--- src/logic/rcf_pkg.sv ---
package rcf_pkg;
  // Register offsets (byte addresses of the 16-bit registers)
  localparam logic [7:0] RCF_OFS_RX_FRAME_COUNT_THRESHOLD = 8'h9C;
  localparam logic [7:0] RCF_OFS_TX_NEXT_SPACE_REQUEST = 8'h9E;
  localparam logic [7:0] RCF_OFS_MULTICAST_HASH_WORD0 = 8'hA0;
  localparam logic [7:0] RCF_OFS_MULTICAST_HASH_WORD1 = 8'hA2;
  localparam logic [7:0] RCF_OFS_MULTICAST_HASH_WORD2 = 8'hA4;
  localparam logic [7:0] RCF_OFS_MULTICAST_HASH_WORD3 = 8'hA6;
  localparam logic [7:0] RCF_OFS_RSVD_LO = 8'h94;
  localparam logic [7:0] RCF_OFS_RSVD_HI = 8'hAF;
  // Field positions
  localparam int RCF_FC_TOTAL_LSB = 8;
  localparam int RCF_RXQ_THR_EN_BIT = 5;
  localparam int RCF_TXQ_MON_BIT = 1;
  localparam int RCF_ISR_RX_BIT = 13;
  localparam int RCF_ISR_TXSPACE_BIT = 6;
  // Reset values
  localparam logic [7:0] RCF_LIMIT_RST = 8'h00;
  localparam logic [15:0] RCF_SPACE_RST = 16'h0000;
  localparam logic [15:0] RCF_HASH_RST = 16'h0000;
  // CRC-32 for the destination address hash
  localparam logic [31:0] RCF_CRC_POLY = 32'h04C11DB7;
  localparam logic [31:0] RCF_CRC_INIT = 32'hFFFFFFFF;

  // Host register access from the serial front end
  typedef struct packed {
    logic wr;
    logic rd;
    logic [7:0] addr;
    logic [1:0] be;
    logic [15:0] wdata;
  } rcf_reg_req_t;

  // One received frame's destination for filtering
  typedef struct packed {
    logic valid;
    logic [47:0] da;
  } rcf_da_req_t;

  // Hash filtering scheme as selected elsewhere
  typedef enum logic [1:0] {
    RCF_MODE_PERFECT = 2'b00,
    RCF_MODE_HASH_PERFECT = 2'b01,
    RCF_MODE_OTHER = 2'b10
  } rcf_mode_t;
endpackage

--- src/logic/rcf_block.sv ---
`timescale 1ns/1ps
`default_nettype none
// Overview of operation
// - Upper byte shows frames queued at interrupt
// - Threshold mode: interrupt when count exceeds limit
// - Monitor on: interrupt when free space suffices
// - Hash index is CRC top six bits
// - Index top two pick word, rest bit
// - Hash used only in hash-perfect mode
// - Set bit accepts multicast, clear drops
// - Accept-all or accept-multicast overrides table
// - Receive flag sets on frame, clears W1C
// - Transmit space flag marks space available
module rcf_block
  import rcf_pkg::*;
(
  input wire logic clk,
  input wire logic arst_n,
  input wire rcf_reg_req_t reg_req,
  output logic [15:0] reg_rdata,
  output logic reg_rvalid,
  input wire logic [7:0] rxq_frame_count,
  input wire logic rxq_frame_done,
  input wire logic [15:0] txq_free_dwords,
  input wire logic [15:0] receive_queue_control,
  input wire logic [15:0] transmit_queue_control,
  input wire logic accept_all_frames,
  input wire logic accept_all_multicast,
  input wire rcf_mode_t filter_mode,
  input wire logic isr_wr,
  input wire logic [15:0] isr_wdata,
  input wire rcf_da_req_t da_req,
  output logic receive_irq_flag,
  output logic tx_space_irq_flag,
  output logic mcast_accept,
  output logic mcast_drop,
  output logic [5:0] hash_index
);

  // Register map seen by the host, byte addresses of 16-bit words:
  //   frame count and threshold, next transmit space request,
  //   then four words of multicast hash table.
  // The serial front end has already turned each host access into
  // a single-cycle wr or rd pulse with byte enables, so no bus
  // protocol lives here; this block only decodes and stores.
  //
  // Read path:
  //   The read answer is registered and appears one cycle after the
  //   rd pulse, together with a one-cycle valid pulse. The data word
  //   then holds until the next read, so a slow front end may pick it
  //   up later without a second request.
  //   Addresses outside the six words read as zero. This keeps the
  //   reserved gaps around the map harmless for a host that sweeps
  //   the whole range during bring-up.
  //
  // Write path:
  //   Byte enables are honoured per lane. The upper byte of the
  //   count word is the snapshot and is never written by the host;
  //   only the low byte, the threshold, takes write data.
  //   Writes to unmapped addresses are dropped silently.
  //
  // Receive flag:
  //   Two ways to set it, chosen by the threshold enable bit:
  //   - threshold off: each completed frame sets the flag;
  //   - threshold on: the flag sets while the queued total is
  //     strictly above the programmed limit.
  //   In threshold mode the source is a level, so a clear from the
  //   host does not stick while the queue stays above the limit.
  //   That is deliberate: the host must drain frames, not just ack.
  //
  // Count snapshot:
  //   The queued total is captured when the flag rises, or when it
  //   re-rises in the same cycle as a clear. The host reads the
  //   count first and then walks the per-frame header registers; a
  //   live count would move under it as new frames arrive.
  //
  // Transmit space flag:
  //   With the monitor bit on, the flag sets whenever free memory
  //   in dwords meets or beats the host's request. The comparison
  //   is inclusive: exactly enough space is enough.
  //   Like the receive flag, the source is a level and wins over a
  //   same-cycle clear; the host should drop the monitor bit or
  //   raise the request before clearing.
  //
  // Hash filter:
  //   A destination arrives as one valid pulse with the 48-bit
  //   address. The CRC is computed combinationally in one cycle,
  //   which costs a deep xor tree but avoids a multi-cycle engine
  //   and keeps the answer latency fixed at one clock.
  //   Only group addresses are judged; unicast is left to the
  //   perfect-match logic elsewhere and gives no pulse here.
  //   The override bits accept every group frame; otherwise the
  //   table is consulted only in hash-perfect mode. In other modes
  //   neither pulse fires and the decision belongs elsewhere.
  //
  // Limitations:
  //   - One lookup per cycle; a second valid in the next cycle is
  //     fine, but results are pulses and must be taken at once.
  //   - The index of the last group lookup is kept for debug.
  //   - No interrupt enable masking here; the status block above
  //     combines these flags with its own enables.
  //
  // Timing summary:
  //   c0 rd pulse           -> c1 rdata and rvalid
  //   c0 frame done         -> c1 receive flag, snapshot loaded
  //   c0 clear, no event    -> c1 flag low
  //   c0 lookup valid       -> c1 accept or drop pulse

  // CRC-32 over the address, LSB of each octet first as on the wire
  function automatic logic [31:0] rcf_crc48(input logic [47:0] da);
    logic [31:0] c;
    logic fb;
    c = RCF_CRC_INIT;
    for (int i = 0; i < 48; i++) begin
      fb = c[31] ^ da[i];
      c = {c[30:0], 1'b0};
      if (fb) begin
        c = c ^ RCF_CRC_POLY;
      end
    end
    return c;
  endfunction

  // Byte-lane merge for 16-bit writes
  function automatic logic [15:0] rcf_merge(input logic [15:0] old, input rcf_reg_req_t r);
    logic [15:0] m;
    m = old;
    if (r.be[0]) begin
      m[7:0] = r.wdata[7:0];
    end
    if (r.be[1]) begin
      m[15:8] = r.wdata[15:8];
    end
    return m;
  endfunction

  // Table lookup: top two index bits pick the word, low four the bit
  function automatic logic rcf_hash_bit(input logic [15:0] tbl [4], input logic [5:0] i);
    return tbl[i[5:4]][i[3:0]];
  endfunction

  logic [7:0] limit_r, limit_nxt;
  logic [7:0] total_r, total_nxt;
  logic [15:0] space_r, space_nxt;
  logic [15:0] hash_r [4];
  logic [15:0] hash_nxt [4];
  logic rx_flag_r, rx_flag_nxt;
  logic tx_flag_r, tx_flag_nxt;
  logic [15:0] rdata_r, rdata_nxt;
  logic rvalid_r, rvalid_nxt;
  logic acc_r, acc_nxt;
  logic drop_r, drop_nxt;
  logic [5:0] idx_r, idx_nxt;
  logic thr_en, rx_event, tx_event, rx_clr, tx_clr;
  logic [31:0] crc;
  logic [5:0] idx;
  logic is_mcast;
  logic hash_hit;

  // Interrupt sources
  assign thr_en = receive_queue_control[RCF_RXQ_THR_EN_BIT];
  assign rx_event = thr_en ? (rxq_frame_count > limit_r) : rxq_frame_done;
  assign tx_event = transmit_queue_control[RCF_TXQ_MON_BIT]
                    && (txq_free_dwords >= space_r);
  assign rx_clr = isr_wr && isr_wdata[RCF_ISR_RX_BIT];
  assign tx_clr = isr_wr && isr_wdata[RCF_ISR_TXSPACE_BIT];

  // Flags: a fresh event wins over a same-cycle write-one clear
  always_comb begin
    rx_flag_nxt = rx_flag_r;
    tx_flag_nxt = tx_flag_r;
    total_nxt = total_r;
    if (rx_clr) begin
      rx_flag_nxt = 1'b0;
    end
    if (rx_event) begin
      rx_flag_nxt = 1'b1;
    end
    // Count snapshot taken when the interrupt rises, so the host
    // sees a stable total while it walks the header registers
    if (rx_event && (!rx_flag_r || rx_clr)) begin
      total_nxt = rxq_frame_count;
    end
    if (tx_clr) begin
      tx_flag_nxt = 1'b0;
    end
    if (tx_event) begin
      tx_flag_nxt = 1'b1;
    end
  end

  // Register writes and reads
  always_comb begin
    limit_nxt = limit_r;
    space_nxt = space_r;
    for (int k = 0; k < 4; k++) begin
      hash_nxt[k] = hash_r[k];
    end
    rdata_nxt = rdata_r;
    rvalid_nxt = reg_req.rd;
    if (reg_req.wr) begin
      case (reg_req.addr)
        RCF_OFS_RX_FRAME_COUNT_THRESHOLD: begin
          if (reg_req.be[0]) begin
            limit_nxt = reg_req.wdata[7:0]; // Upper byte is read-only
          end
        end
        RCF_OFS_TX_NEXT_SPACE_REQUEST: space_nxt = rcf_merge(space_r, reg_req);
        RCF_OFS_MULTICAST_HASH_WORD0: hash_nxt[0] = rcf_merge(hash_r[0], reg_req);
        RCF_OFS_MULTICAST_HASH_WORD1: hash_nxt[1] = rcf_merge(hash_r[1], reg_req);
        RCF_OFS_MULTICAST_HASH_WORD2: hash_nxt[2] = rcf_merge(hash_r[2], reg_req);
        RCF_OFS_MULTICAST_HASH_WORD3: hash_nxt[3] = rcf_merge(hash_r[3], reg_req);
        default: ; // Reserved space ignores writes
      endcase
    end
    if (reg_req.rd) begin
      case (reg_req.addr)
        RCF_OFS_RX_FRAME_COUNT_THRESHOLD: rdata_nxt = {total_r, limit_r};
        RCF_OFS_TX_NEXT_SPACE_REQUEST: rdata_nxt = space_r;
        RCF_OFS_MULTICAST_HASH_WORD0: rdata_nxt = hash_r[0];
        RCF_OFS_MULTICAST_HASH_WORD1: rdata_nxt = hash_r[1];
        RCF_OFS_MULTICAST_HASH_WORD2: rdata_nxt = hash_r[2];
        RCF_OFS_MULTICAST_HASH_WORD3: rdata_nxt = hash_r[3];
        default: rdata_nxt = 16'h0000;
      endcase
    end
  end

  // Hash filter, one frame per valid pulse, answer next cycle
  assign crc = rcf_crc48(da_req.da);
  assign idx = crc[31:26];
  assign is_mcast = da_req.da[0]; // Group bit is first bit on the wire
  assign hash_hit = rcf_hash_bit(hash_r, idx);
  always_comb begin
    acc_nxt = 1'b0;
    drop_nxt = 1'b0;
    idx_nxt = idx_r;
    if (da_req.valid && is_mcast) begin
      idx_nxt = idx;
      if (accept_all_frames || accept_all_multicast) begin
        acc_nxt = 1'b1;
      end else if (filter_mode == RCF_MODE_HASH_PERFECT) begin
        acc_nxt = hash_hit;
        drop_nxt = !hash_hit;
      end
    end
  end

  // State registers
  always_ff @(posedge clk or negedge arst_n) begin
    if (!arst_n) begin
      limit_r <= RCF_LIMIT_RST;
      total_r <= RCF_LIMIT_RST;
      space_r <= RCF_SPACE_RST;
      for (int k = 0; k < 4; k++) begin
        hash_r[k] <= RCF_HASH_RST;
      end
      rx_flag_r <= 1'b0;
      tx_flag_r <= 1'b0;
      rdata_r <= 16'h0000;
      rvalid_r <= 1'b0;
      acc_r <= 1'b0;
      drop_r <= 1'b0;
      idx_r <= 6'h00;
    end else begin
      limit_r <= limit_nxt;
      total_r <= total_nxt;
      space_r <= space_nxt;
      for (int k = 0; k < 4; k++) begin
        hash_r[k] <= hash_nxt[k];
      end
      rx_flag_r <= rx_flag_nxt;
      tx_flag_r <= tx_flag_nxt;
      rdata_r <= rdata_nxt;
      rvalid_r <= rvalid_nxt;
      acc_r <= acc_nxt;
      drop_r <= drop_nxt;
      idx_r <= idx_nxt;
    end
  end

  assign reg_rdata = rdata_r;
  assign reg_rvalid = rvalid_r;
  assign receive_irq_flag = rx_flag_r;
  assign tx_space_irq_flag = tx_flag_r;
  assign mcast_accept = acc_r;
  assign mcast_drop = drop_r;
  assign hash_index = idx_r;

endmodule // rcf_block
`default_nettype wire

--- config.mk ---
export PLATFORM = sky130hd
export DESIGN_NAME = rcf_block
export DESIGN_NICKNAME = d
export VERILOG_FILES = /design/src/logic/rcf_pkg.sv /design/src/logic/rcf_block.sv
export SDC_FILE = /design/constraint.sdc
export NUM_CORES = 1
export LEC_CHECK = 0
export ABC_AREA = 0
export BUFFER_PORTS_ARGS = -buffer_cell sky130_fd_sc_hd__clkbuf_2
export CAP_MARGIN = 5
export CORE_ASPECT_RATIO = 1.5
export CORE_MARGIN = 2
export CORE_UTILIZATION = 40
export CTS_BUF_LIST = sky130_fd_sc_hd__clkbuf_16
export DETAILED_ROUTE_END_ITERATION = 8
export GPL_ROUTABILITY_DRIVEN = 1
export SYNTH_ARGS = -nofsm -noshare
export SYNTH_HDL_FRONTEND = slang
export SYNTH_SLANG_ARGS = --single-unit
--- constraint.sdc ---
create_clock -name clk -period 9.1 [get_ports clk]
set_clock_uncertainty 0.15 [all_clocks]
set_input_delay 1.365 -clock clk [delete_from_list [all_inputs] [get_ports clk]]
set_output_delay 1.365 -clock clk [all_outputs]
set_load 0.02 [all_outputs]
==> flow_summary.toml, run 1 <==
[logic_synthesis]
synth_seq_area_share_pct = 36.0
yosys_warnings = 0
ys_seq_elements = 123
ys_types = 44
syn_inst = 726
synth_edf_count = 0
ys_async_sr_fraction_pct = 100
syn_area_um2 = 8540
synth_nets = 907
synth.avg_cell_area_um2 = 11.8
ys.flop_type = "dfrtp_1"

[setup_path]
crit_family = "XOR/XNOR gates"
reg2regPathDepth = 15
startpoint = "da_req[8]"
cp_num_buf_inv = 1
worst_setup_path_start_kind = "input port"
cp_data_arrival_time_ns = 6.02
worstReg2RegEnd = "tx_space_irq_flag$_DFFE_PN0P_"
critical_path_class = "in2reg"
slowest_delay_ns = 1.08
crit_required_ns = 9.25
cp_slowest_cell = "xnor3_2"
cp.depth = 14
cp_cell_sequence = "clkbuf_2, xnor2_1, xnor2_1, xnor3_2, xnor2_2, xnor2_2, xnor2_2, xnor3_2, mux2i_1, mux4_2, mux2i_1, mux2i_1, mux2i_1, and3b_1"
reg2reg_from = "space_r[0]$_DFFE_PN0P_"
end_kind = "flip-flop"
cp_common_cell = "mux2i_1"
cp_max_fo = 31
r2r_slack_ns = 5.47

[clock_tree]
cts_buffers = 17
cts_setup_buffers = 0
cts_tree = "done"
ctsHoldBuffers = 0
clk_path_buf_depth = 2
worstSkewPairLatency_ns = 0.42
cts_sinks = 123
cts-resized-gates = 0
clk_pin_slew_ns = 0.05
cts-root-buf = "clkbuf_16"
h-tree-depth = 4

[hold_path]
hold_start = "hash_index[5]$_DFFE_PN0P_"
hold_end = "hash_index[5]$_DFFE_PN0P_"
hold_depth = 2
hold_path.class = "reg2reg"

[sta]
clock.fmax_ghz = 0.170
tightest_slew_ns = 1.11
min_period_over_period_pct = 64.5
fin_setup_tns_ns = 0
setup_viol = 0
rsz0062_at_grt = "no"
final.min_clock_period_ns = 5.87
relSlewSlack_pct = 25.8
finalHoldViolations = 0
report.final.slew_viol_count = 0

[detailed_routing]
firstDrtPassIters = 4
vias_per_cell = 5.08
dr_total_vias = 5787
drc_errors = 0
ant_nets = 0
drt-total-wl_mm = 21.1
drt_iter0_markers = 257
wl_per_cell_um = 18.5

[grt]
grt_pass1_wl_mm = 33.3
antenna_found_initial = 0
grt_overflow = 0
grt_pass1_vias = 6146
grt_max_degree = 69
grt_usage_pct = 19.6

[layout]
drive_gt1_share_pct = 35.3
final_core_util_pct = 47.8
final_cell_mix = "clkbuf_2 (136), dfrtp_1 (123), xnor2_1 (113)"
final_common_cell = "clkbuf_2"
diodes = 0
syn2layout_area_growth_pct = 17.5
nFillCells = 2024
layout.nets = 1040

[die]
io_pins = 184
initial_core_util_pct = 40.7
core_area_um2 = 21000
fp.dieH_um = 183
die-width_um = 123
dieArea_um2 = 22600
row_count = 65

[place]
hpwlAfterDp_mm = 16.2
globalplace.congestion = 0.844
port_buffers = 137

[run]
drv_cap = 0

[outcome]
status = "finished clean"
==> synth_stat cells, drive strengths merged, types with 2 or more instances <==
library cell / n / share of area (%)
dfrtp: 123 / 36
nor2: 25 / 1.1
nor3: 3 / 0.18
a21oi: 21 / 1.2
nand3: 7 / 0.41
xnor3: 20 / 5.3
xor2: 32 / 3.6
xnor2: 125 / 14
a21o: 13 / 1.1
a221oi: 13 / 1.3
ha: 24 / 3.5
a222oi: 2 / 0.23
or3b: 3 / 0.31
xor3: 3 / 0.86
nor2b: 3 / 0.22
o21ai: 28 / 1.6
inv: 25 / 1.1
nand2: 32 / 1.4
buf: 12 / 1.1
mux2i: 66 / 7.7
clkbuf: 18 / 0.79
nand2b: 2 / 0.15
mux2: 108 / 14
mux4: 5 / 1.3
==> worst max-delay path by stage <==
stage                                end  slack (ns)
detailed placement  mcast_drop$_DFF_PN0_        2.64
CTS                 mcast_drop$_DFF_PN0_        3.05
finish              mcast_drop$_DFF_PN0_        3.23
global route        mcast_drop$_DFF_PN0_        2.92
global placement    mcast_drop$_DFF_PN0_        2.66
floorplan           mcast_drop$_DFF_PN0_        3.78
==> cell families after synthesis <==
family | Yosys count | share of synthesized area, %
muxes | 179 | 23.3
AOI/OAI and AO/OA | 82 | 6.04
xor gates and xnor gates | 180 | 23.7
adders and majority gates | 24 | 3.52
buffers and inverters | 55 | 2.96
DFF | 123 | 36.0
and+or+nand+nor | 83 | 4.47
==> state kept, by name (all words and copies together), names as in the netlist <==
| signal | cells |
|---|---|
| limit_r | 8 |
| total_r | 8 |
| reg_rvalid | 1 |
| receive_irq_flag | 1 |
| space_r | 16 |
| reg_rdata | 16 |
| mcast_drop | 1 |
| hash_index | 6 |
| hash_r | 64 |
| tx_space_irq_flag | 1 |
| mcast_accept | 1 |
==> worst register-to-register path: cells and delay by family (launching register included) <==
family                   cells  cell delay [ns]
AO/OA/AOI/OAI               13             2.53
adder cells (fa/ha/maj)      1             0.29
flip-flops                   1             0.43
AND/OR/NAND/NOR              1             0.14
==> final cells by class <==
cell class / count / area (um2) / area share (%)
tap: 268 / 335 / 3.34
sequential: 123 / 3080 / 30.7
inverter: 25 / 93.8 / 0.935
multi-input combinational: 548 / 5220 / 52.0
clock buffer: 17 / 425 / 4.24
timing repair buffer: 144 / 741 / 7.38
clock inverter: 15 / 144 / 1.43
==> through the flow <==
stage	setup WS, ns	hold slack (ns)	cell area [um2]	cells
after detailed placement	2.64	0.320	9470	1108
after CTS	3.05	0.332	10000	1140
final	3.23	0.327	10000	1140
after global placement	2.66	0.312	9470	1108
after global routing	2.92	0.364	10000	1140
after floorplan	3.78	0.327	8540	726
==> metal layers <==
layer  track usage (%)  vias up  wire length [um]
met2              34.7      167             10900
met1              23.7     2787              8750
met5                 0        -                 0
met3              3.02       34               893
li1                  -     2799                 -
met4              7.14        0               533
Power of run 1 is not shown: default switching activity piles up to over one toggle a cycle in this logic, so the estimate is an artifact.
==> inputs of run 2 (changes only) <==
Clock period 9.1 ns to 6.1 ns, I/O delays scaled along.
==> flow_summary.toml, run 2 (synthesis results as in run 1) <==
[die]
core_area_um2 = 21000
fp.dieH_um = 183
row_count = 65
dieArea_um2 = 22600
initial_core_util_pct = 40.7
io_pins = 184
die-width_um = 123

[setup_path]
slowest_delay_ns = 0.54
crit_required_ns = 6.25
worst_setup_path_start_kind = "input port"
cp-endpoint = "mcast_drop$_DFF_PN0_"
cp_max_fo = 15
cp_common_cell = "mux2i_1"
cp_cell_sequence = "clkbuf_2, xor2_2, xor3_1, xnor2_2, xnor2_1, xnor2_1, xor2_1, xnor3_1, xnor2_2, buf_4, mux4_2, mux2i_1, mux2i_1, mux2i_1, and3b_1"
cp_data_arrival_time_ns = 5.15
end_kind = "flip-flop"
reg2regPathDepth = 15
critical_path_class = "in2reg"
startpoint = "da_req[0]"
worstReg2RegEnd = "tx_space_irq_flag$_DFFE_PN0P_"
cp_slowest_cell = "xor3_1"
r2r_slack_ns = 2.37
reg2reg_from = "space_r[0]$_DFFE_PN0P_"

[detailed_routing]
drt_iter0_markers = 206
dr_total_vias = 5746
firstDrtPassIters = 4
ant_nets = 0
drt-total-wl_mm = 21.1
wl_per_cell_um = 18.4
vias_per_cell = 5.02
drc_errors = 0

[layout]
nFillCells = 1986
layout.nets = 1046
multiInputGateArea_um2 = 5220
syn2layout_area_growth_pct = 18.0
fin_area_um2 = 10100
largest_register_ffs = 64
diodes = 0
regMostFlops = "hash_r"
final_cell_mix = "clkbuf_2 (136), dfrtp_1 (123), xnor2_1 (113)"
final_core_util_pct = 48.0
final_common_cell = "clkbuf_2"
drive_gt1_share_pct = 36.0
final-seq-area_um2 = 3080

[sta]
setup_viol = 0
fin_setup_tns_ns = 0
relSlewSlack_pct = 20.5
tightest_slew_ns = 1.18
min_period_over_period_pct = 82.0
finalHoldViolations = 0
finalWorstSetupSlack_ns = 1.10
rsz0062_at_grt = "no"
report.final.slew_viol_count = 0
clock.fmax_ghz = 0.200
final.min_clock_period_ns = 5.00

[clock_tree]
clk_pin_slew_ns = 0.05
cts_buffers = 17
cts_sinks = 123
worstSkewPairLatency_ns = 0.42
cts_setup_buffers = 0
clk_path_buf_depth = 2
cts-resized-gates = 0
ctsHoldBuffers = 0
cts_tree = "done"
cts-root-buf = "clkbuf_16"
h-tree-depth = 4

[outcome]
status = "finished clean"

[hold_path]
hold_path.class = "reg2reg"

[place]
postPlaceCellArea_um2 = 9510
hpwlAfterDp_mm = 16.3
port_buffers = 137
place_ws_ns = 0.554
globalplace.congestion = 0.817

[grt]
antenna_found_initial = 0
grt_overflow = 0
grt_usage_pct = 19.5
grt_pass1_wl_mm = 33.2
grt_max_degree = 79
grt_pass1_vias = 6128

[run]
drv_cap = 0
run 2: cell types whose count changed in the layout (fill, tap and decap cells not counted):
| cell | before | now |
|---|---|---|
| clkinv_2 | 4 | 5 |
| inv_1 | 31 | 28 |
| buf_4 | 8 | 14 |
run 2: layout make-up:
cell class / instances / share of cell area [%]
Multi-Input combinational cell: 548 / 51.8
Timing Repair Buffer: 150 / 7.80
Tap cell: 268 / 3.33
Inverter: 25 / 0.931
Clock inverter: 13 / 1.37
Clock buffer: 17 / 4.22
Sequential cell: 123 / 30.5
run 2: worst min path at each step:
stage	from	end	slack [ns]	depth (start not counted)
6_report	hash_index[1]$_DFFE_PN0P_	hash_index[1]$_DFFE_PN0P_	0.33	2
5_1_grt	hash_index[1]$_DFFE_PN0P_	hash_index[1]$_DFFE_PN0P_	0.38	2
4_1_cts	hash_index[4]$_DFFE_PN0P_	hash_index[4]$_DFFE_PN0P_	0.34	2
3_5_place_dp	hash_index[4]$_DFFE_PN0P_	hash_index[4]$_DFFE_PN0P_	0.33	2
3_3_place_gp	hash_index[1]$_DFFE_PN0P_	hash_index[1]$_DFFE_PN0P_	0.32	2
2_1_floorplan	total_r[0]$_DFFE_PN0P_	total_r[0]$_DFFE_PN0P_	0.33	1
run 2: worst max-delay path: cells and delay by family:
family        cells  cell delay (ns)
xor+xnor          8             2.59
mux               4             0.95
buf+inv           2             0.49
simple gates      1             0.19
run 2: metrics by stage:
stage	hold WS (ns)	std cells
after floorplan	0.327	726
after global placement	0.315	1114
after detailed placement	0.328	1114
after CTS	0.339	1144
after global routing	0.377	1144
final	0.329	1144
run 2: metal layers:
layer / global-route usage, % / up-vias / wire length (um)
met3: 3.23 / 27 / 928
met5: 0 / - / 0
met1: 23.3 / 2751 / 8750
li1: - / 2810 / -
met4: 6.09 / 0 / 468
met2: 35.1 / 158 / 10900
Power of run 2 is left out for the same reason.
==> inputs of run 3 (changes only) <==
Settings changed: ABC_AREA 0 to 1.
Clock period 6.1 ns to 4.73 ns, I/O delays scaled along.
==> flow_summary.toml, run 3 <==
[outcome]
status = "finished clean"

[setup_path]
cp_common_cell = "nand2_1"
worstReg2RegEnd = "tx_space_irq_flag$_DFFE_PN0P_"
r2r_slack_ns = 2.23
reg2regPathDepth = 12
end_kind = "flip-flop"
crit_required_ns = 4.93
cp_max_fo = 7
cp_data_arrival_time_ns = 4.68
slowest_delay_ns = 0.23
worst_setup_path_start_kind = "input port"
critical_path_class = "in2reg"
reg2reg_from = "space_r[0]$_DFFE_PN0P_"
cp_slowest_cell = "or2_1"

[logic_synthesis]
synth_seq_area_share_pct = 25.3
ys_seq_elements = 123
yosys-top-cells-area = "nand2_1 (27%), dfrtp_1 (25%), nand3_1 (10%)"
syn_area_um2 = 12100
synth_edf_count = 0
synth_nets = 2139
synth_top_area_share_pct = 26.7
synth_most_common_cell = "nand2_1"
syn_inst = 1958
yosysTopAreaCell = "nand2_1"
ys.flop_type = "dfrtp_1"
ys_types = 43
netlist_top_cells_count = "nand2_1 (865), nand3_1 (249), inv_1 (178), dfrtp_1 (123), o21ai_0 (98)"
ys_async_sr_fraction_pct = 100
synth.avg_cell_area_um2 = 6.20
yosys_warnings = 0

[clock_tree]
cts-root-buf = "clkbuf_16"
cts_buffers = 25
h-tree-depth = 4
ctsHoldBuffers = 0
cts_sinks = 123
worstSkewPairLatency_ns = 0.47
clk_pin_slew_ns = 0.05
clk_path_buf_depth = 3
cts_tree = "done"

[sta]
relSlewSlack_pct = 30.3
setup_viol = 0
min_period_over_period_pct = 94.7
final.min_clock_period_ns = 4.48
tightest_slew_ns = 1.04
report.final.slew_viol_count = 0
clock.fmax_ghz = 0.223
finalHoldViolations = 0

[die]
io_pins = 184
row_count = 78
die-width_um = 146
fp.dieH_um = 217
core_area_um2 = 30100
dieArea_um2 = 31800
initial_core_util_pct = 40.4

[layout]
layout.nets = 2504
final_core_util_pct = 53.8
largest_register_ffs = 64
regMostFlops = "hash_r"
final_common_cell = "nand2_1"
final_cell_mix = "nand2_1 (823), nand3_1 (229), buf_4 (218)"
nFillCells = 3063
final_cell_count_no_fill = 2730
drive_gt1_share_pct = 27.4
syn2layout_area_growth_pct = 33.1

[grt]
grt_pass1_vias = 13325
grt_pass1_wl_mm = 66.0
antenna_found_initial = 2
grt_usage_pct = 26.1
grt_max_degree = 77
grt_overflow = 0

[detailed_routing]
drt-total-wl_mm = 42.6
firstDrtPassIters = 7
drc_errors = 0
ant_nets = 0
drt_iter0_markers = 827
dr_total_vias = 13893
vias_per_cell = 5.09
wl_per_cell_um = 15.6

[place]
globalplace.congestion = 0.917
dp_cells = 2674
port_buffers = 139
hpwlAfterDp_mm = 33.4

[run]
drv_cap = 0

[hold_path]
hold_path.class = "in2async"
-- run 3: kinds of logic after synthesis --
logic type	share of synthesized area (%)
DFF	25.3
and+or+nand+nor	48.4
muxes	0.649
buffers and inverters	8.10
adders and majority gates	2.47
AOI/OAI and AO/OA	7.53
xor gates and xnor gates	7.55
-- run 3: worst max-delay path by stage --
stage / start / end / slack (ns) / depth (start not counted)
after floorplan: da_req[4] / mcast_accept$_DFF_PN0_ / 0.55 / 41
after global placement: da_req[2] / mcast_accept$_DFF_PN0_ / -0.29 / 39
after detailed placement: da_req[2] / mcast_accept$_DFF_PN0_ / -0.38 / 39
after CTS: da_req[2] / mcast_accept$_DFF_PN0_ / 0.1 / 39
after global routing: da_req[0] / mcast_accept$_DFF_PN0_ / -0.02 / 42
final: da_req[0] / mcast_accept$_DFF_PN0_ / 0.25 / 34
-- run 3: area by class of cell --
type | count | area, um2 | area share [%]
antenna | 1 | 2.50 | 0.0155
clock buffer | 25 | 626 | 3.87
clock inverter | 8 | 31.3 | 0.193
inverter | 199 | 773 | 4.78
multi-input combinational | 1603 | 8570 | 53.0
sequential | 123 | 3080 | 19.0
tap | 400 | 500 | 3.09
timing repair buffer | 371 | 2590 | 16.0
-- run 3: through the flow --
stage	TNS (ns)	instance area [um2]	setup slack [ns]	hold WS, ns
floorplan	0	12100	0.552	0.264
global placement	-0.645	14800	-0.288	0.317
detailed placement	-1.08	14800	-0.377	0.323
CTS	0	15400	0.0970	0.270
global route	-0.0202	16200	-0.0202	0.317
finish	0	16200	0.249	0.216
-- run 3: critical path: cells and delay by family --
| kind | cells | cell delay (ns) |
|---|---|---|
| XOR/XNOR | 2 | 0.32 |
| AND/OR/NAND/NOR | 26 | 2.87 |
| buffers and inverters | 6 | 0.77 |
-- run 3: per-layer routing --
metal	global-route usage [%]	vias up	share of wire, %
li1	-	6978	-
met1	26.8	6351	36
met2	50.8	423	53
met3	2.85	139	4.3
met4	15.0	2	6.5
met5	0	-	0.031
-- run 3: repair_timing --
action,CTS,global route
endpoints found under the setup margin,0,5
gates resized for setup,0,123
buffers inserted,0,19
Power of run 3 is left out for the same reason.
